==> src/verilog/ca_training_defines.svh <==
// offsets, field positions, reset values and timing counts of the training block
`ifndef CA_TRAINING_DEFINES_SVH
`define CA_TRAINING_DEFINES_SVH

// ==========================================
// register offsets (byte addresses)
`define OFS_MODE_FIRST   8'h00
`define OFS_MODE_SECOND  8'h04
`define OFS_STATUS       8'h08
`define OFS_CONFIG       8'h0c

// ==========================================
// mode register selectors in the second half
`define SEL_SET_POINT    2'h0
`define SEL_CA_REF       2'h1
`define SEL_TERM         2'h2
`define SEL_TERM_EXTRA   2'h3

// ==========================================
// field positions
`define SPC_TRAIN_EN     0
`define SPC_WRITE_SP     6
`define SPC_OPER_SP      7
`define EXTRA_PAD_OFF    5

// ==========================================
// reset values
`define SPC_RESET        8'h00
`define CA_REF_RESET     8'h4d
`define TERM_RESET       8'h00
`define EXTRA_RESET      8'h00

// ==========================================
// timing in ns, and cycle counts rounded up
`define CLK_PERIOD_NS    100
`define MODE_WR_DELAY_NS 20
`define ENTRY_DELAY_NS   250
`define MODE_WR_DONE_NS  20
`define MODE_WR_DELAY_CYC ((`MODE_WR_DELAY_NS + `CLK_PERIOD_NS - 1) / `CLK_PERIOD_NS)
`define ENTRY_DELAY_CYC   ((`ENTRY_DELAY_NS + `CLK_PERIOD_NS - 1) / `CLK_PERIOD_NS)
`define MODE_WR_DONE_CYC  ((`MODE_WR_DONE_NS + `CLK_PERIOD_NS - 1) / `CLK_PERIOD_NS)

`endif

==> src/verilog/ca_training_pkg.sv <==
// types of the command-address training block
`default_nettype none
package ca_training_pkg;

    // ==========================================
    // training phases
    typedef enum logic [2:0] {
        PH_IDLE,
        PH_ARM_WAIT,
        PH_ARMED,
        PH_ENTRY_WAIT,
        PH_TRAIN,
        PH_EXITED,
        PH_EXIT_WAIT
    } phase_type;

    // ==========================================
    // whole state of the block
    typedef struct packed {
        logic [2:0]  ck_sh;
        logic [2:0]  cke_sh;
        logic [2:0]  dqs_sh;
        logic [1:0]  cs_sh;
        logic [5:0]  ca_s1;
        logic [5:0]  ca_s2;
        logic [6:0]  dq_s1;
        logic [6:0]  dq_s2;
        phase_type   phase;
        logic [7:0]  tmr;
        logic [7:0]  op_stage;
        logic [7:0]  spc;
        logic [7:0]  ca_ref;
        logic [7:0]  term;
        logic [7:0]  extra;
        logic [6:0]  vref_act;
        logic        osp;
        logic [5:0]  fb;
        logic        ready;
        logic        dq_term;
        logic        ca_term;
        logic [15:0] dq_out;
        logic [15:0] dq_oe;
        logic [31:0] rdata;
    } dev_state_type;

endpackage
`default_nettype wire

==> src/verilog/ca_training.sv <==
// command-address bus training logic of one memory die
//
// Implementation choices: the plain strobed port and the register addresses.
`include "ca_training_defines.svh"
`default_nettype none

module ca_training
    import ca_training_pkg::*;
(
    // clock and reset
    input  wire logic        SYS_CLK,
    input  wire logic        SYS_RST,
    // register port
    input  wire logic [7:0]  REG_ADDR,
    input  wire logic [31:0] REG_WDATA,
    input  wire logic        REG_WR,
    input  wire logic        REG_RD,
    output logic      [31:0] REG_RDATA,
    // link pins from the controller
    input  wire logic        CK,
    input  wire logic        CKE,
    input  wire logic        CS,
    input  wire logic [5:0]  CA,
    input  wire logic        DQS0,
    input  wire logic [15:0] DQ_IN,
    // data pins driven by the die
    output logic      [15:0] DQ_OUT,
    output logic      [15:0] DQ_OE,
    // status towards the die
    output logic             OPER_SET_POINT,
    output logic      [6:0]  CA_VREF,
    output logic             DQ_TERM_EN,
    output logic             CA_TERM_EN,
    output logic             NORMAL_READY
);

    // ==========================================
    // state and edge detection
    dev_state_type st_reg;
    dev_state_type st_next;
    logic          ck_rise;
    logic          cke_fall;
    logic          cke_rise;
    logic          dqs_rise;
    logic          commit;
    logic          in_cbt;

    assign ck_rise  = st_reg.ck_sh[1] & ~st_reg.ck_sh[2];
    assign cke_fall = ~st_reg.cke_sh[1] & st_reg.cke_sh[2];
    assign cke_rise = st_reg.cke_sh[1] & ~st_reg.cke_sh[2];
    assign dqs_rise = st_reg.dqs_sh[1] & ~st_reg.dqs_sh[2];
    assign commit   = REG_WR && (REG_ADDR == `OFS_MODE_SECOND);
    assign in_cbt   = (st_reg.phase == PH_ENTRY_WAIT) || (st_reg.phase == PH_TRAIN);

    // ==========================================
    // next state
    always_comb begin
        st_next = st_reg;
        st_next.ck_sh  = {st_reg.ck_sh[1:0], CK};
        st_next.cke_sh = {st_reg.cke_sh[1:0], CKE};
        st_next.dqs_sh = {st_reg.dqs_sh[1:0], DQS0};
        st_next.cs_sh  = {st_reg.cs_sh[0], CS};
        st_next.ca_s1  = CA;
        st_next.ca_s2  = st_reg.ca_s1;
        st_next.dq_s1  = DQ_IN[6:0];
        st_next.dq_s2  = st_reg.dq_s1;
        if (st_reg.tmr != 8'h00) begin
            st_next.tmr = st_reg.tmr - 8'h01;
        end
        // first half stages the operand
        if (REG_WR && (REG_ADDR == `OFS_MODE_FIRST)) begin
            st_next.op_stage = REG_WDATA[7:0];
        end
        // second half commits to the selected register
        if (commit) begin
            case (REG_WDATA[1:0])
                `SEL_SET_POINT: begin
                    st_next.spc = st_reg.op_stage;
                    if (st_reg.op_stage[`SPC_TRAIN_EN] && st_reg.cke_sh[1]
                        && (st_reg.phase == PH_IDLE)) begin
                        st_next.phase = PH_ARM_WAIT;
                        st_next.tmr   = 8'(`MODE_WR_DELAY_CYC);
                        st_next.ready = 1'b0;
                    end else if (!st_reg.op_stage[`SPC_TRAIN_EN]) begin
                        if ((st_reg.phase == PH_ARM_WAIT) || (st_reg.phase == PH_ARMED)) begin
                            st_next.phase = PH_IDLE;
                            st_next.ready = 1'b1;
                        end else if (st_reg.phase == PH_EXITED) begin
                            st_next.phase = PH_EXIT_WAIT;
                            st_next.tmr   = 8'(`MODE_WR_DONE_CYC);
                        end
                    end
                    if (st_reg.phase == PH_IDLE) begin
                        st_next.osp = st_reg.op_stage[`SPC_OPER_SP];
                    end
                end
                `SEL_CA_REF: begin
                    st_next.ca_ref = st_reg.op_stage;
                end
                `SEL_TERM: begin
                    st_next.term = st_reg.op_stage;
                end
                default: begin
                    st_next.extra = st_reg.op_stage;
                end
            endcase
        end
        case (st_reg.phase)
            PH_IDLE: begin
                st_next.vref_act = st_next.ca_ref[6:0];
            end
            PH_ARM_WAIT: begin
                if (st_reg.tmr == 8'h00 && st_next.phase == PH_ARM_WAIT) begin
                    st_next.phase = PH_ARMED;
                end
            end
            PH_ARMED: begin
                // low CKE switches to alternate set point
                if (cke_fall && st_next.phase == PH_ARMED) begin
                    st_next.phase    = PH_ENTRY_WAIT;
                    st_next.tmr      = 8'(`ENTRY_DELAY_CYC);
                    st_next.osp      = ~st_reg.spc[`SPC_OPER_SP];
                    st_next.vref_act = st_reg.ca_ref[6:0];
                end
            end
            PH_ENTRY_WAIT, PH_TRAIN: begin
                if (st_reg.phase == PH_ENTRY_WAIT && st_reg.tmr == 8'h00) begin
                    st_next.phase = PH_TRAIN;
                end
                // bit n of DQ to bit n of reference
                // change only on a rising strobe edge, or on CKE rise at exit
                if (st_reg.phase == PH_TRAIN && dqs_rise) begin
                    st_next.vref_act = st_reg.dq_s2;
                end
                // CA levels latched with CS fed back
                if (ck_rise && st_reg.cs_sh[1]) begin
                    st_next.fb = st_reg.ca_s2;
                end
                if (cke_rise) begin
                    st_next.phase    = PH_EXITED;
                    st_next.osp      = st_reg.spc[`SPC_OPER_SP];
                    st_next.vref_act = st_reg.ca_ref[6:0];
                end
            end
            PH_EXITED: begin
                st_next.vref_act = st_next.ca_ref[6:0];
            end
            PH_EXIT_WAIT: begin
                if (st_reg.tmr == 8'h00) begin
                    st_next.phase = PH_IDLE;
                    st_next.ready = 1'b1;
                end
            end
            default: begin
                st_next.phase = PH_IDLE;
            end
        endcase
        if ((st_next.phase == PH_ENTRY_WAIT) || (st_next.phase == PH_TRAIN)) begin
            st_next.dq_out = {2'b00, st_next.fb, 8'h00};
            st_next.dq_oe  = 16'h3f00;
        end else begin
            st_next.dq_out = 16'h0000;
            st_next.dq_oe  = 16'h0000;
        end
        st_next.dq_term = ((st_next.phase == PH_ENTRY_WAIT) || (st_next.phase == PH_TRAIN))
                          && (st_next.term[2:0] != 3'h0);
        st_next.ca_term = (st_next.term[6:4] != 3'h0) && !st_next.extra[`EXTRA_PAD_OFF];
        // read data one cycle after the strobe
        st_next.rdata = 32'h0000_0000;
        if (REG_RD) begin
            case (REG_ADDR)
                `OFS_MODE_FIRST:  st_next.rdata = {24'h00_0000, st_reg.op_stage};
                `OFS_STATUS:      st_next.rdata = {9'h000, st_reg.vref_act, 2'h0, st_reg.fb,
                                                   4'h0, st_reg.phase == PH_TRAIN, st_reg.ready,
                                                   st_reg.osp, in_cbt};
                `OFS_CONFIG:      st_next.rdata = {st_reg.extra, st_reg.term,
                                                   st_reg.ca_ref, st_reg.spc};
                default:          st_next.rdata = 32'h0000_0000;
            endcase
        end
    end

    // ==========================================
    // state register
    always_ff @(posedge SYS_CLK) begin
        if (SYS_RST) begin
            // power-up on operating set point zero
            st_reg          <= '0;
            st_reg.spc      <= `SPC_RESET;
            st_reg.ca_ref   <= `CA_REF_RESET;
            st_reg.term     <= `TERM_RESET;
            st_reg.extra    <= `EXTRA_RESET;
            st_reg.cke_sh   <= 3'h7;
            st_reg.vref_act <= 7'(`CA_REF_RESET);
            st_reg.ready    <= 1'b1;
        end else begin
            st_reg <= st_next;
        end
    end

    assign REG_RDATA      = st_reg.rdata;
    assign DQ_OUT         = st_reg.dq_out;
    assign DQ_OE          = st_reg.dq_oe;
    assign OPER_SET_POINT = st_reg.osp;
    assign CA_VREF        = st_reg.vref_act;
    assign DQ_TERM_EN     = st_reg.dq_term;
    assign CA_TERM_EN     = st_reg.ca_term;
    assign NORMAL_READY   = st_reg.ready;

    // ==========================================
    // assertions
    property p_reset_osp;
        @(posedge SYS_CLK) disable iff (SYS_RST)
        $past(SYS_RST) |-> (OPER_SET_POINT == 1'b0) && NORMAL_READY;
    endproperty
    a_reset_osp: assert property (p_reset_osp) else $error("set point not zero after reset");

    property p_entry;
        @(posedge SYS_CLK) disable iff (SYS_RST)
        (st_reg.phase == PH_ARMED && cke_fall && !commit)
        |=> (OPER_SET_POINT == ~$past(st_reg.spc[7])) ##1 (DQ_OE[13:8] == 6'h3f);
    endproperty
    a_entry: assert property (p_entry) else $error("entry did not switch set point");

    property p_capture;
        @(posedge SYS_CLK) disable iff (SYS_RST)
        (st_reg.phase == PH_TRAIN && dqs_rise && !cke_rise) |=> (CA_VREF == $past(st_reg.dq_s2));
    endproperty
    a_capture: assert property (p_capture) else $error("strobe did not load reference");

    property p_hold;
        @(posedge SYS_CLK) disable iff (SYS_RST)
        (in_cbt && !dqs_rise && !cke_rise) |=> $stable(CA_VREF);
    endproperty
    a_hold: assert property (p_hold) else $error("reference changed without strobe");

    property p_entry_delay;
        @(posedge SYS_CLK) disable iff (SYS_RST)
        (st_reg.phase == PH_ARMED && cke_fall && !commit) |=> (st_reg.phase != PH_TRAIN)[*3];
    endproperty
    a_entry_delay: assert property (p_entry_delay) else $error("capture before entry delay");

    property p_upper_float;
        @(posedge SYS_CLK) disable iff (SYS_RST)
        1'b1 |-> (DQ_OE[15:14] == 2'b00) && (DQ_OE[7:0] == 8'h00);
    endproperty
    a_upper_float: assert property (p_upper_float) else $error("unexpected lane driven");

    property p_feedback;
        @(posedge SYS_CLK) disable iff (SYS_RST)
        (in_cbt && ck_rise && st_reg.cs_sh[1] && !cke_rise)
        |=> ##1 (DQ_OUT[13:8] == $past(st_reg.ca_s2, 2));
    endproperty
    a_feedback: assert property (p_feedback) else $error("feedback lanes wrong");

    property p_exit;
        @(posedge SYS_CLK) disable iff (SYS_RST)
        (in_cbt && cke_rise) |=> (OPER_SET_POINT == $past(st_reg.spc[7]))
                                 && (CA_VREF == $past(st_reg.ca_ref[6:0]));
    endproperty
    a_exit: assert property (p_exit) else $error("exit did not restore set point");

    property p_ready;
        @(posedge SYS_CLK) disable iff (SYS_RST)
        (st_reg.phase == PH_EXIT_WAIT) |-> ##[1:3] NORMAL_READY;
    endproperty
    a_ready: assert property (p_ready) else $error("not ready after completion time");

    property p_dq_term;
        @(posedge SYS_CLK) disable iff (SYS_RST)
        DQ_TERM_EN |-> (st_reg.term[2:0] != 3'h0) && (DQ_OE[13:8] == 6'h3f);
    endproperty
    a_dq_term: assert property (p_dq_term) else $error("termination outside training");

    c_entry: cover property (@(posedge SYS_CLK) disable iff (SYS_RST)
        st_reg.phase == PH_ARMED ##1 st_reg.phase == PH_ENTRY_WAIT);
    c_capture: cover property (@(posedge SYS_CLK) disable iff (SYS_RST)
        st_reg.phase == PH_TRAIN && dqs_rise);
    c_exit: cover property (@(posedge SYS_CLK) disable iff (SYS_RST)
        st_reg.phase == PH_EXIT_WAIT ##[1:3] st_reg.phase == PH_IDLE);

endmodule
`default_nettype wire

==> config.mk <==
export PLATFORM = sky130hd
export DESIGN_NAME = ca_training
export DESIGN_NICKNAME = d
export VERILOG_FILES = /design/src/verilog/ca_training_pkg.sv /design/src/verilog/ca_training.sv
export VERILOG_INCLUDE_DIRS = /design/src /design/src/verilog
export SDC_FILE = /design/constraint.sdc
export NUM_CORES = 1
export LEC_CHECK = 0
export ABC_AREA = 1
export ABC_CLOCK_PERIOD_IN_PS = 2200
export BUFFER_PORTS_ARGS = -buffer_cell sky130_fd_sc_hd__buf_2
export CORE_ASPECT_RATIO = 1.5
export CORE_UTILIZATION = 53
export CTS_CLUSTER_SIZE = 14
export DETAILED_ROUTE_END_ITERATION = 10
export PLACE_DENSITY = 0.84
export SLEW_MARGIN = 20
export SYNTH_ARGS = -nofsm -noshare
export SYNTH_HDL_FRONTEND = slang
export SYNTH_SLANG_ARGS = --single-unit
==> constraint.sdc <==
create_clock -name SYS_CLK -period 2.2 [get_ports SYS_CLK]
set_input_delay 0.22 -clock SYS_CLK [delete_from_list [all_inputs] [get_ports SYS_CLK]]
set_output_delay 0.22 -clock SYS_CLK [all_outputs]
set_load 0.02 [all_outputs]
==> results of run 1 <==
-- cell type report --
type                       count  area (um^2)  share of cell area
sequential                   144         2883              0.4127
clock inverter                13        196.4             0.02812
inverter                     103        391.6             0.05606
timing repair buffer         114        635.6             0.09099
multi-input combinational    445         2242              0.3210
tap                          147        183.9             0.02633
clock buffer                  19        452.9             0.06484
-- worst max path at each step --
stage                            from         end  slack, ps  cells after the start
after floorplan           st_reg[129]  DQ_OUT[10]        580                     12
after CTS                 st_reg[113]  DQ_OUT[13]        210                     11
final                     st_reg[113]  CA_VREF[4]        180                      9
after global routing      st_reg[113]  CA_VREF[4]         70                      9
after global placement    REG_ADDR[5]  CA_VREF[4]        240                     11
after detailed placement  REG_ADDR[5]  DQ_OUT[13]        200                     13
-- synth_stat cells (2+ instances only) --
cell type and n:
dfxtp_1 144, nand2_1 131, nor2_1 97, inv_1 96, buf_4 72, a21oi_1 49, o21ai_0 27, nand3_1 21
clkbuf_1 17, nor3_1 13, nor2_2 10, a211oi_1 7, nand2_2 7, mux2i_1 6, nand3_2 6, nand4_1 6
xor2_1 5, o21ai_1 4, o221ai_1 4, or2_2 4, inv_2 3, nor3_2 3, a31oi_1 2, buf_2 2
clkinv_1 2, ha_1 2, inv_4 2, nand3_4 2, nor2_4 2, xnor2_1 2
-- cell families after synthesis --
family	share of synthesized area
compound gates	0.09543
buf+inv	0.1676
mux	0.009893
flops	0.4749
xor+xnor	0.01010
other cells	0.0006177
simple gates	0.2374
fa+ha+maj	0.004121
-- through the flow --
step,util,setup WS (ps)
after floorplan,-,576.4
after global placement,0.5674,237.3
final,0.6285,177.7
after detailed placement,0.5674,203.3
after CTS,0.6285,208.0
after global routing,0.6285,67.55
-- power by group through the flow --
stage	registers (mW)	logic, mW	clock network (mW)
5_1_grt	2.77	0.658	3.26
3_5_place_dp	2.82	0.574	0
4_1_cts	2.76	0.589	3.14
2_1_floorplan	2.81	0.483	0
3_3_place_gp	2.82	0.556	0
6_report	2.76	0.587	3.10
-- per-layer routing --
layer	track usage	vias up	part of all wire
met5	0	-	0
met4	0.1420	0	0.052
met3	0.05427	62	0.060
met2	0.4084	219	0.52
met1	0.2387	2167	0.37
li1	-	2425	-
-- worst max-delay path, cell delays in order (launching register included) --
cell	delay (ps)
dfxtp_1	500
inv_2	170
nor3_2	230
nand3_2	190
nand3_4	180
nor2_8	70
o21ai_4	300
inv_4	80
o21ai_1	130
nor2_1	60
-- layout by cell type, fill, tap and decap left out, types with 3 or more instances in the layout --
cell / instances
a21oi_1: 49
dfxtp_1: 144
nand3_1: 21
nor2_1: 97
inv_2: 3
buf_2: 91
nand2_2: 7
nor3_1: 13
nand4_1: 6
clkbuf_16: 17
inv_1: 96
o221ai_1: 4
conb_1: 20
bufinv_16: 4
nor3_2: 3
a211oi_1: 7
inv_6: 5
buf_4: 20
dlygate4sd3_1: 3
mux2i_1: 6
nand2_1: 131
nand3_2: 6
o21ai_1: 4
o21ai_0: 27
or2_2: 4
nor2_2: 10
xor2_1: 5
-- what timing repair did --
| item | 4_1_cts | 5_1_grt |
|---|---|---|
| hold endpoints to repair | 3 | 0 |
| hold buffers | 3 | 0 |
| resized for setup | 0 | 0 |
==> impl_summary.log, run 1 <==
[metrics] horizontal extent of the die: 89.39 um
[metrics] area of the core: 11110 um^2
[metrics] Reg-to-Reg End: CA_VREF[4]
[metrics] cell depth of the worst min-delay path: 3
[metrics] cell taking the most area after synthesis: dfxtp_1
[metrics] path depth of the worst reg2reg path: 9
[metrics] Synth Warn #: 0
[metrics] hold path endpoint: st_next[150]
[metrics] GRT overflow: 0
[metrics] Post-CTS Setup Inserts: 0
[metrics] nature of the critical path endpoint: flip-flop
[metrics] Post-synth EDFFs: 0
[metrics] maximum resistive drop on vdd: 535.6 uV
[metrics] Critical Path Fanout Max: 10
[metrics] flip-flop count of the largest register, all copies and words added: 74
[metrics] type of element launching the critical path: flip-flop
[metrics] die outline area: 11900 um^2
[metrics] count of final hold-check violations: 0
[metrics] via count of the first global-routing pass: 4664
[metrics] post-synth top area share: 0.4749
[metrics] cell area after layout: 6985 um^2
[metrics] sinks on the clock net: 144
[metrics] run status: finished clean
[metrics] critical path class: reg -> reg
[metrics] prevailing post-synth register cell: dfxtp_1
[metrics] CTS tree: built
[metrics] clock buffer count from CTS: 17
[metrics] Post-Route Hold Slack: 9.767 ps
[metrics] initial antenna violation count: 0
[metrics] unrepaired setup endpoints after global routing: no
[metrics] net switching power figure: 1.533 mW
[metrics] headroom to the max-slew limit: 0.6656
[metrics] average vias per placed instance: 4.947
[metrics] Highest Clock Rate: 494.5 MHz
[metrics] height of the chip: 133.1 um
[metrics] Total GRT Usage: 0.2314
[metrics] final worst-path cycle share: 0.9192
[metrics] Worst Tran Pin Value: 500.4 ps
[metrics] via total after detailed routing: 4873
[metrics] detailed-route wire length per cell: 13.05 um
[metrics] worst-skew pair later-pin latency: 410 ps
[metrics] clock-pin slew on the worst setup and hold paths: 60 ps
[metrics] number of H-tree levels: 4
[metrics] Slew Viols, Final: 0
[metrics] number of optimization iterations in the first detailed-route pass: 5
[metrics] Buffers on Ports: 91
[metrics] Final TNS setup: 0 ps
[metrics] origin of the worst min-delay path: CA[4]
[metrics] post-synthesis area per instance: 7.936 um^2
[metrics] setup skew after layout: 11.39 ps
[metrics] area of placed instances: 6306 um^2
[metrics] Tmin final: 2022 ps
[metrics] buffer levels on the longest clock path: 2
[metrics] cell count after placement: 950
[metrics] sequential element share of the synthesized area: 0.4749
[metrics] I/O pin cnt: 145
[metrics] cell count after synthesis: 765
[metrics] NumNets Final: 897
[metrics] # diodes: 0
[metrics] net switching share of the total power: 0.2377
[metrics] required time of the critical path: 2500 ps
[metrics] iteration-0 DRC count of the detailed router: 352
[metrics] PD cells: 923.4 nW/um^2
[metrics] P_leak: 3.237 nW
[metrics] starting density of the core: 0.5462
[metrics] Area growth syn-to-layout: 15.07%
[metrics] number of standard-cell rows in the floorplan: 47
[metrics] register share of total power: 0.428
[metrics] wire length of the first global-routing pass: 20910 um
[metrics] max cap viols: 0
[metrics] count of cell types in the netlist: 47
[metrics] library cell used as clock root buffer: clkbuf_16
[metrics] Detailed Route WL: 12860 um
[metrics] Post-Synthesis Cell Area: 6071 um^2
[metrics] power consumption: 6.451 mW
[metrics] cell types occupying the most area after synthesis: dfxtp_1, buf_4, nand2_1, nor2_1, inv_1
[metrics] clock power share: 0.481
[metrics] data arrival at the endpoint of the critical path: 2320 ps
[metrics] internal power: 4.917 mW
[metrics] power share of the combinational group: 0.091
[metrics] weighted congestion reported at the end of routability-driven placement: 0.8918
[metrics] path class of the lowest-slack min-delay path: in -> reg
[metrics] final number of setup-violating endpoints: 0
[metrics] maximum number of pins on one net before global-route repair: 44
[metrics] total of flip-flops plus latches after synthesis: 144
[metrics] HPWL reported at the end of detailed placement: 8977 um
[metrics] worst r2r src: st_reg[113]
[metrics] fraction of layout cells with a size suffix above 1: 0.2267
[metrics] count of placed standard cells in the final layout, fillers left out: 985
[metrics] fillcell total: 955
[metrics] DRC violations left: 0
[metrics] Post-DRT Antenna Nets: 0
[metrics] share of synthesized flip-flops with an asynchronous set or reset: 0
[metrics] reg2reg setup slack: 180 ps
Note: power is estimated with default switching activity, not from simulation.
==> run 2: changes to the inputs <==
Settings changed: ABC_AREA 1 to 0.
==> run 2 against run 1 <==
  * Synthesized cell count shrank 18%
  * Setup slack worse by 130 ps
  * Count of clock-buffer cells in the layout did not move
  * Clock power decreased by 3%
  * Non-clock buffer count is 28 higher
  * Power increased by 3.5%
  * Core utilization grew 3.1 points
  * Via count fell by 9.8%
  * Hold slack better by 4.6 ps
  * Critical path depth is 2 higher
  * Largest cell class unchanged
  * Largest power group unchanged
==> impl_summary.log, run 2 <==
[metrics] number of optimization iterations in the first detailed-route pass: 4 (was 5)
[metrics] die outline area: 11480 um^2 (was 11900 um^2)
[metrics] area of the core: 10650 um^2 (was 11110 um^2)
[metrics] Area growth syn-to-layout: 19.87% (was 15.07%)
[metrics] headroom to the max-slew limit: 0.6388 (was 0.6656)
[metrics] Synth Warn #: 0 (unchanged)
[metrics] Post-synth EDFFs: 0 (unchanged)
[metrics] library cell used as clock root buffer: clkbuf_16 (unchanged)
[metrics] iteration-0 DRC count of the detailed router: 305 (was 352)
[metrics] height of the chip: 130.7 um (was 133.1 um)
[metrics] maximum single-stage delay on the critical path: 370 ps (was 500 ps)
[metrics] Total GRT Usage: 0.2291 (was 0.2314)
[metrics] count of final hold-check violations: 0 (unchanged)
[metrics] cell count after synthesis: 629 (was 765)
[metrics] final core utilization: 0.6592 (was 0.6285)
[metrics] wire length of the first global-routing pass: 20000 um (was 20910 um)
[metrics] leading cell types by count after synthesis: dfxtp_1, nor2_1, buf_4 (was dfxtp_1, nand2_1, nor2_1)
[metrics] horizontal extent of the die: 87.82 um (was 89.39 um)
[metrics] Detailed Route WL: 12330 um (was 12860 um)
[metrics] reg2reg setup slack: 50 ps (was 180 ps)
[metrics] NumNets Final: 781 (was 897)
[metrics] worst-skew pair later-pin latency: 420 ps (was 410 ps)
[metrics] list of cells traversed by the critical path: inv_2, ha_4, nor3b_4, buf_4, a31oi_4, a211oi_2, a311o_1, or2_1, mux2i_2, buf_4, and3_4 (was inv_2, nor3_2, nand3_2, nand3_4, nor2_8, o21ai_4, inv_4, o21ai_1, nor2_1)
[metrics] DRC violations left: 0 (unchanged)
[metrics] nature of the critical path endpoint: flip-flop (unchanged)
[metrics] Tmin final: 2153 ps (was 2022 ps)
[metrics] max cap viols: 0 (unchanged)
[metrics] cell count after placement: 824 (was 950)
[metrics] path class of the lowest-slack min-delay path: in -> reg (unchanged)
[metrics] power share of the combinational group: 0.133 (was 0.091)
[metrics] sinks on the clock net: 144 (unchanged)
[metrics] Critical Path Fanout Max: 8 (was 10)
[metrics] clock buffer count from CTS: 17 (unchanged)
[metrics] fraction of layout cells with a size suffix above 1: 0.2742 (was 0.2267)
[metrics] CTS tree: built (unchanged)
[metrics] dominant cell by count in the synthesized netlist: dfxtp_1 (unchanged)
[metrics] area used by sequential logic in the layout: 2887 um^2 (was 2883 um^2)
[metrics] maximum number of pins on one net before global-route repair: 96 (was 44)
[metrics] area of combinational cells with multiple inputs: 2424 um^2 (was 2242 um^2)
[metrics] prevailing post-synth register cell: dfxtp_1 (unchanged)
[metrics] starting density of the core: 0.5499 (was 0.5462)
[metrics] net switching power figure: 1.649 mW (was 1.533 mW)
[metrics] library cell contributing the largest single delay on the critical path: a311o_1 (was dfxtp_1)
[metrics] maximum resistive drop on vdd: 511.5 uV (was 535.6 uV)
[metrics] final number of setup-violating endpoints: 0 (unchanged)
[metrics] total of flip-flops plus latches after synthesis: 144 (unchanged)
[metrics] cell with the most instances on the worst path: buf_4
[metrics] number of H-tree levels: 4 (unchanged)
[metrics] count of placed standard cells in the final layout, fillers left out: 866 (was 985)
[metrics] Worst Tran Pin Value: 539.8 ps (was 500.4 ps)
[metrics] share of synthesized flip-flops with an asynchronous set or reset: 0 (unchanged)
[metrics] GRT overflow: 0 (unchanged)
[metrics] post-synth top area share: 0.4923 (was 0.4749)
[metrics] Post-Synthesis Cell Area: 5856 um^2 (was 6071 um^2)
[metrics] fillcell total: 856 (was 955)
[metrics] run status: finished clean (unchanged)
[metrics] setup skew after layout: 5.573 ps (was 11.39 ps)
[metrics] weighted congestion reported at the end of routability-driven placement: 0.8220 (was 0.8918)
[metrics] count of cell types in the netlist: 59 (was 47)
[metrics] final worst-path cycle share: 0.9786 (was 0.9192)
[metrics] net switching share of the total power: 0.2469 (was 0.2377)
[metrics] required time of the critical path: 2570 ps (was 2500 ps)
[metrics] clock-pin slew on the worst setup and hold paths: 60 ps (about the same)
[metrics] clock power share: 0.449 (was 0.481)
[metrics] HPWL reported at the end of detailed placement: 8507 um (was 8977 um)
[metrics] internal power: 5.027 mW (was 4.917 mW)
[metrics] average vias per placed instance: 5.077 (was 4.947)
[metrics] number of standard-cell rows in the floorplan: 46 (was 47)
[metrics] data arrival at the endpoint of the critical path: 2520 ps (was 2320 ps)
[metrics] detailed-route wire length per cell: 14.24 um (was 13.05 um)
[metrics] Buffers on Ports: 91 (unchanged)
[metrics] Slew Viols, Final: 0 (unchanged)
[metrics] PD cells: 951.1 nW/um^2 (was 923.4 nW/um^2)
[metrics] type of element launching the critical path: flip-flop (unchanged)
[metrics] most common cell after layout, fill and taps aside: dfxtp_1 (unchanged)
[metrics] P_leak: 3.049 nW (was 3.237 nW)
[metrics] cell types occupying the most area after synthesis: dfxtp_1, buf_4, mux2i_1, nor2_1, nor2b_1 (was dfxtp_1, buf_4, nand2_1, nor2_1, inv_1)
[metrics] cell taking the most area after synthesis: dfxtp_1 (unchanged)
[metrics] initial antenna violation count: 0 (unchanged)
[metrics] unrepaired setup endpoints after global routing: yes (was no)
[metrics] # diodes: 0 (unchanged)
[metrics] post-synthesis area per instance: 9.309 um^2 (was 7.936 um^2)
[metrics] via count of the first global-routing pass: 4220 (was 4664)
[metrics] via total after detailed routing: 4397 (was 4873)
[metrics] sequential element share of the synthesized area: 0.4923 (was 0.4749)
[metrics] critical path class: reg -> reg (unchanged)
[metrics] commonest cells after routing, fill and taps aside: dfxtp_1, buf_2, nor2_1 (was dfxtp_1, nand2_1, nor2_1)
[metrics] Highest Clock Rate: 464.5 MHz (was 494.5 MHz)
[metrics] register share of total power: 0.418 (was 0.428)
[metrics] I/O pin cnt: 145 (unchanged)
[metrics] buffer levels on the longest clock path: 2 (unchanged)
[metrics] Post-DRT Antenna Nets: 0 (unchanged)
[metrics] flip-flop count of the largest register, all copies and words added: 74 (unchanged)
run 2: worst paths after layout:
| kind | start | endpoint | depth (start not counted) |
|---|---|---|---|
| worst max-delay path | st_reg[121] | DQ_TERM_EN | 11 |
| worst min-delay path | CK | st_next[167] | 2 |
| worst max register to register | st_reg[121] | DQ_TERM_EN | 11 |
| worst min register to register | st_next[164] | st_next[165] | 1 |
run 2: area by class of cell:
class	instances	share of cell area
repair buffers	142	0.1248
clock buffers	19	0.06453
inverters	7	0.003743
well taps	144	0.02567
multi-input cells	397	0.3453
flip-flops and latches	144	0.4112
clock inverters	13	0.02478
run 2: stage by stage:
stage          hold WS [ps]  TNS, ps  instance area [um^2]  total power [mW]  worst slack, ps
4_1_cts               1.800        0                  7005             6.687            10.50
3_5_place_dp          396.0   -680.1                  6233             3.508           -97.87
2_1_floorplan         323.8        0                  5927             3.270            107.1
6_report              14.40        0                  7019             6.676            47.17
5_1_grt               16.97   -147.8                  7019             6.917           -42.73
3_3_place_gp          394.8   -77.25                  6233             3.455           -28.46
run 2: per-layer routing:
layer | vias up | part of all wire | GRT usage | routed length [um]
li1 | 2186 | - | - | -
met1 | 2036 | 0.40 | 0.2493 | 4917
met2 | 154 | 0.54 | 0.4081 | 6624
met3 | 21 | 0.045 | 0.05967 | 549
met4 | 0 | 0.020 | 0.1099 | 242
met5 | - | 0 | 0 | 0
run 2: power groups by stage:
stage	clock [mW]	sequential [mW]	combinational, mW
floorplan	0	2.81	0.460
global placement	0	2.81	0.643
detailed placement	0	2.82	0.689
CTS	3.04	2.79	0.867
global route	3.15	2.80	0.973
finish	3.00	2.79	0.891
run 2: cells by family (layout without fill, tap and decap cells):
family,Yosys count,count (layout),share of synthesized area
and+or+nand+nor,250,250,0.2194
muxes,43,43,0.07478
AOI/OAI and AO/OA,76,76,0.08205
other,1,20,0.0006404
adders and majority gates,2,2,0.004273
buffers and inverters,107,181,0.1175
DFF,144,144,0.4923
xor gates and xnor gates,6,6,0.008974
run 2: worst max-delay path, delay by kind of cell (launching register included):
family | cells | cell delay (ps)
DFF | 1 | 340
muxes | 1 | 150
buffers and inverters | 3 | 370
adders and majority gates | 1 | 150
and+or+nand+nor | 3 | 550
AOI/OAI and AO/OA | 3 | 540
run 2: timing repair:
item	4_1_cts	5_1_grt
setup buffers	4	1
pin swaps	3	5
resized for setup	15	4
setup endpoints to repair	8	8
hold endpoints to repair	5	0
hold buffers	5	0
==> run 3: changes to the inputs <==
Settings changed: CORE_ASPECT_RATIO 1.5 to default.
==> run 3 against run 2 <==
  * The run now ends with design-rule violations left
  * Final cell count grew 1.4%
  * Global-route usage down 0.46 points
  * Critical path depth shrank 1
  * Core utilization fell by 0.26 points
  * Maximum frequency rose by 0.76%
  * Count of clock-buffer cells in the layout rose by 1
  * Critical endpoint unchanged
  * Largest cell class unchanged
  * Largest power group is now sequential cells
==> impl_summary.log, run 3 (synthesis results as in run 2) <==
[metrics] run status: finished, violations left (was finished clean)
[metrics] violations in the final reports: design-rule violations
[metrics] DRC violations left: 1 (was 0)
[metrics] Highest Clock Rate: 468.0 MHz (was 464.5 MHz)
[metrics] Post-Route Hold Slack: 131.9 ps (was 14.40 ps)
[metrics] Post-CTS Setup Inserts: 0 (was 4)
[metrics] CTS tree: built (unchanged)
[metrics] fillcell total: 854 (was 856)
[metrics] iteration-0 DRC count of the detailed router: 243 (was 305)
[metrics] HPWL reported at the end of detailed placement: 8462 um (was 8507 um)
[metrics] height of the chip: 107.1 um (was 130.7 um)
[metrics] Final TNS setup: 0 ps (unchanged)
[metrics] die outline area: 11470 um^2 (was 11480 um^2)
[metrics] Buffers on Ports: 91 (unchanged)
[metrics] library cell used as clock root buffer: clkbuf_8 (was clkbuf_16)
[metrics] cell area after layout: 7087 um^2 (was 7019 um^2)
[metrics] cell depth of the worst min-delay path: 4 (was 2)
[metrics] worst r2r src: st_reg[121] (unchanged)
[metrics] Area growth syn-to-layout: 21.03% (was 19.87%)
[metrics] data arrival at the endpoint of the critical path: 2610 ps (was 2520 ps)
[metrics] clock buffer count from CTS: 17 (unchanged)
[metrics] initial antenna violation count: 0 (unchanged)
[metrics] flip-flop count of the largest register, all copies and words added: 74 (unchanged)
[metrics] Detailed Route WL: 12600 um (was 12330 um)
[metrics] Reg-to-Reg End: DQ_TERM_EN (unchanged)
[metrics] Post-DRT Antenna Nets: 0 (unchanged)
[metrics] Tmin final: 2137 ps (was 2153 ps)
[metrics] area of placed instances: 6216 um^2 (was 6233 um^2)
[metrics] final worst-path cycle share: 0.9712 (was 0.9786)
[metrics] Worst Tran Pin Value: 527.7 ps (was 539.8 ps)
[metrics] buffer levels on the longest clock path: 2 (unchanged)
[metrics] type of element launching the critical path: flip-flop (unchanged)
[metrics] required time of the critical path: 2680 ps (was 2570 ps)
[metrics] fraction of layout cells with a size suffix above 1: 0.2602 (was 0.2742)
[metrics] via total after detailed routing: 4517 (was 4397)
[metrics] GRT overflow: 0 (unchanged)
[metrics] I/O pin cnt: 145 (unchanged)
[metrics] Critical Path Fanout Max: 8 (unchanged)
[metrics] commonest cells after routing, fill and taps aside: dfxtp_1, buf_2, nor2_1 (unchanged)
[metrics] origin of the worst min-delay path: REG_RD (was CK)
[metrics] Slew Viols, Final: 0 (unchanged)
[metrics] clock-pin slew on the worst setup and hold paths: 60 ps (about the same)
[metrics] headroom to the max-slew limit: 0.6469 (was 0.6388)
[metrics] PD cells: 871.4 nW/um^2 (was 951.1 nW/um^2)
[metrics] sinks on the clock net: 144 (unchanged)
[metrics] via count of the first global-routing pass: 4301 (was 4220)
[metrics] reg2reg setup slack: 60 ps (was 50 ps)
[metrics] number of H-tree levels: 4 (unchanged)
[metrics] max cap viols: 0 (unchanged)
[metrics] weighted congestion reported at the end of routability-driven placement: 0.8402 (was 0.8220)
[metrics] worst-skew pair later-pin latency: 530 ps (was 420 ps)
[metrics] nature of the critical path endpoint: flip-flop (unchanged)
[metrics] maximum resistive drop on vdd: 489.3 uV (was 511.5 uV)
[metrics] Total GRT Usage: 0.2245 (was 0.2291)
[metrics] count of final hold-check violations: 0 (unchanged)
[metrics] NumNets Final: 797 (was 781)
[metrics] horizontal extent of the die: 107.1 um (was 87.82 um)
[metrics] unrepaired setup endpoints after global routing: yes (unchanged)
[metrics] detailed-route wire length per cell: 14.35 um (was 14.24 um)
[metrics] path class of the lowest-slack min-delay path: in -> reg (unchanged)
[metrics] area of the core: 10790 um^2 (was 10650 um^2)
[metrics] final number of setup-violating endpoints: 0 (unchanged)
[metrics] number of standard-cell rows in the floorplan: 38 (was 46)
[metrics] # diodes: 0 (unchanged)
[metrics] maximum number of pins on one net before global-route repair: 96 (unchanged)
[metrics] setup skew after layout: 11.80 ps (was 5.573 ps)
[metrics] average vias per placed instance: 5.145 (was 5.077)
[metrics] wire length of the first global-routing pass: 19900 um (was 20000 um)
[metrics] P_leak: 3.070 nW (was 3.049 nW)
[metrics] path depth of the worst reg2reg path: 10 (was 11)
[metrics] hold path endpoint: REG_RDATA[4] (was st_next[167])
[metrics] starting density of the core: 0.5425 (was 0.5499)
[metrics] most common cell after layout, fill and taps aside: dfxtp_1 (unchanged)
[metrics] number of optimization iterations in the first detailed-route pass: 10 (was 4)
[metrics] critical path class: reg -> reg (unchanged)
[run 3: metrics by stage]
stage,instances,util,power (mW),setup slack [ps]
after global placement,820,0.5759,3.438,-35.86
after floorplan,648,-,3.270,107.1
final,878,0.6566,6.175,63.41
after CTS,877,0.6507,6.136,0.6957
after global routing,878,0.6566,6.407,-74.05
after detailed placement,820,0.5759,3.491,-60.18
[run 3: how the worst max path moves through the flow]
stage | end | from | depth (start not counted) | slack, ps
3_3_place_gp | DQ_TERM_EN | REG_ADDR[5] | 9 | -40
2_1_floorplan | DQ_TERM_EN | st_reg[121] | 9 | 110
4_1_cts | DQ_TERM_EN | st_reg[121] | 11 | 0.7
6_report | DQ_TERM_EN | st_reg[121] | 10 | 60
5_1_grt | DQ_TERM_EN | st_reg[121] | 10 | -70
3_5_place_dp | DQ_TERM_EN | st_reg[122] | 10 | -60
[run 3: area by class of cell]
cell class	instances	area [um^2]	area share
well taps	140	175.2	0.02472
multi-input cells	397	2417	0.3411
inverters	7	26.28	0.003708
clock inverters	12	111.4	0.01571
flip-flops and latches	144	2890	0.4078
clock buffers	20	425.4	0.06003
repair buffers	158	1041	0.1469
[run 3: power by group]
group / switching [mW] / internal, mW / total [mW] / leakage, nW
Combinational: 0.391 / 0.389 / 0.779 / 1.64
Clock: 1.10 / 1.51 / 2.60 / 0.261
Sequential: 0.0809 / 2.71 / 2.79 / 1.17
[run 3: per-layer routing]
metal  track usage  share of wire  vias to the layer above
met2        0.3876           0.50                      146
li1              -              -                     2216
met4       0.09393          0.018                        0
met5             0              0                        -
met1        0.2622           0.42                     2134
met3       0.05957          0.058                       21
[run 3: worst max-delay path: stages (launching register included)]
cell and delay (ps):
dfxtp_2 320, inv_2 70, ha_4 130, nor3b_4 190, and2_4 190, o32ai_1 70, a311o_1 340, or2_1 240
mux2i_2 190, buf_6 160, and3_4 170
[run 3: timing repair]
action,in CTS,in global routing
gates cloned,0,1
hold endpoints to repair,25,0
gates resized for setup,3,23
hold buffers,25,0
pin swaps,0,7
setup endpoints to repair,8,15
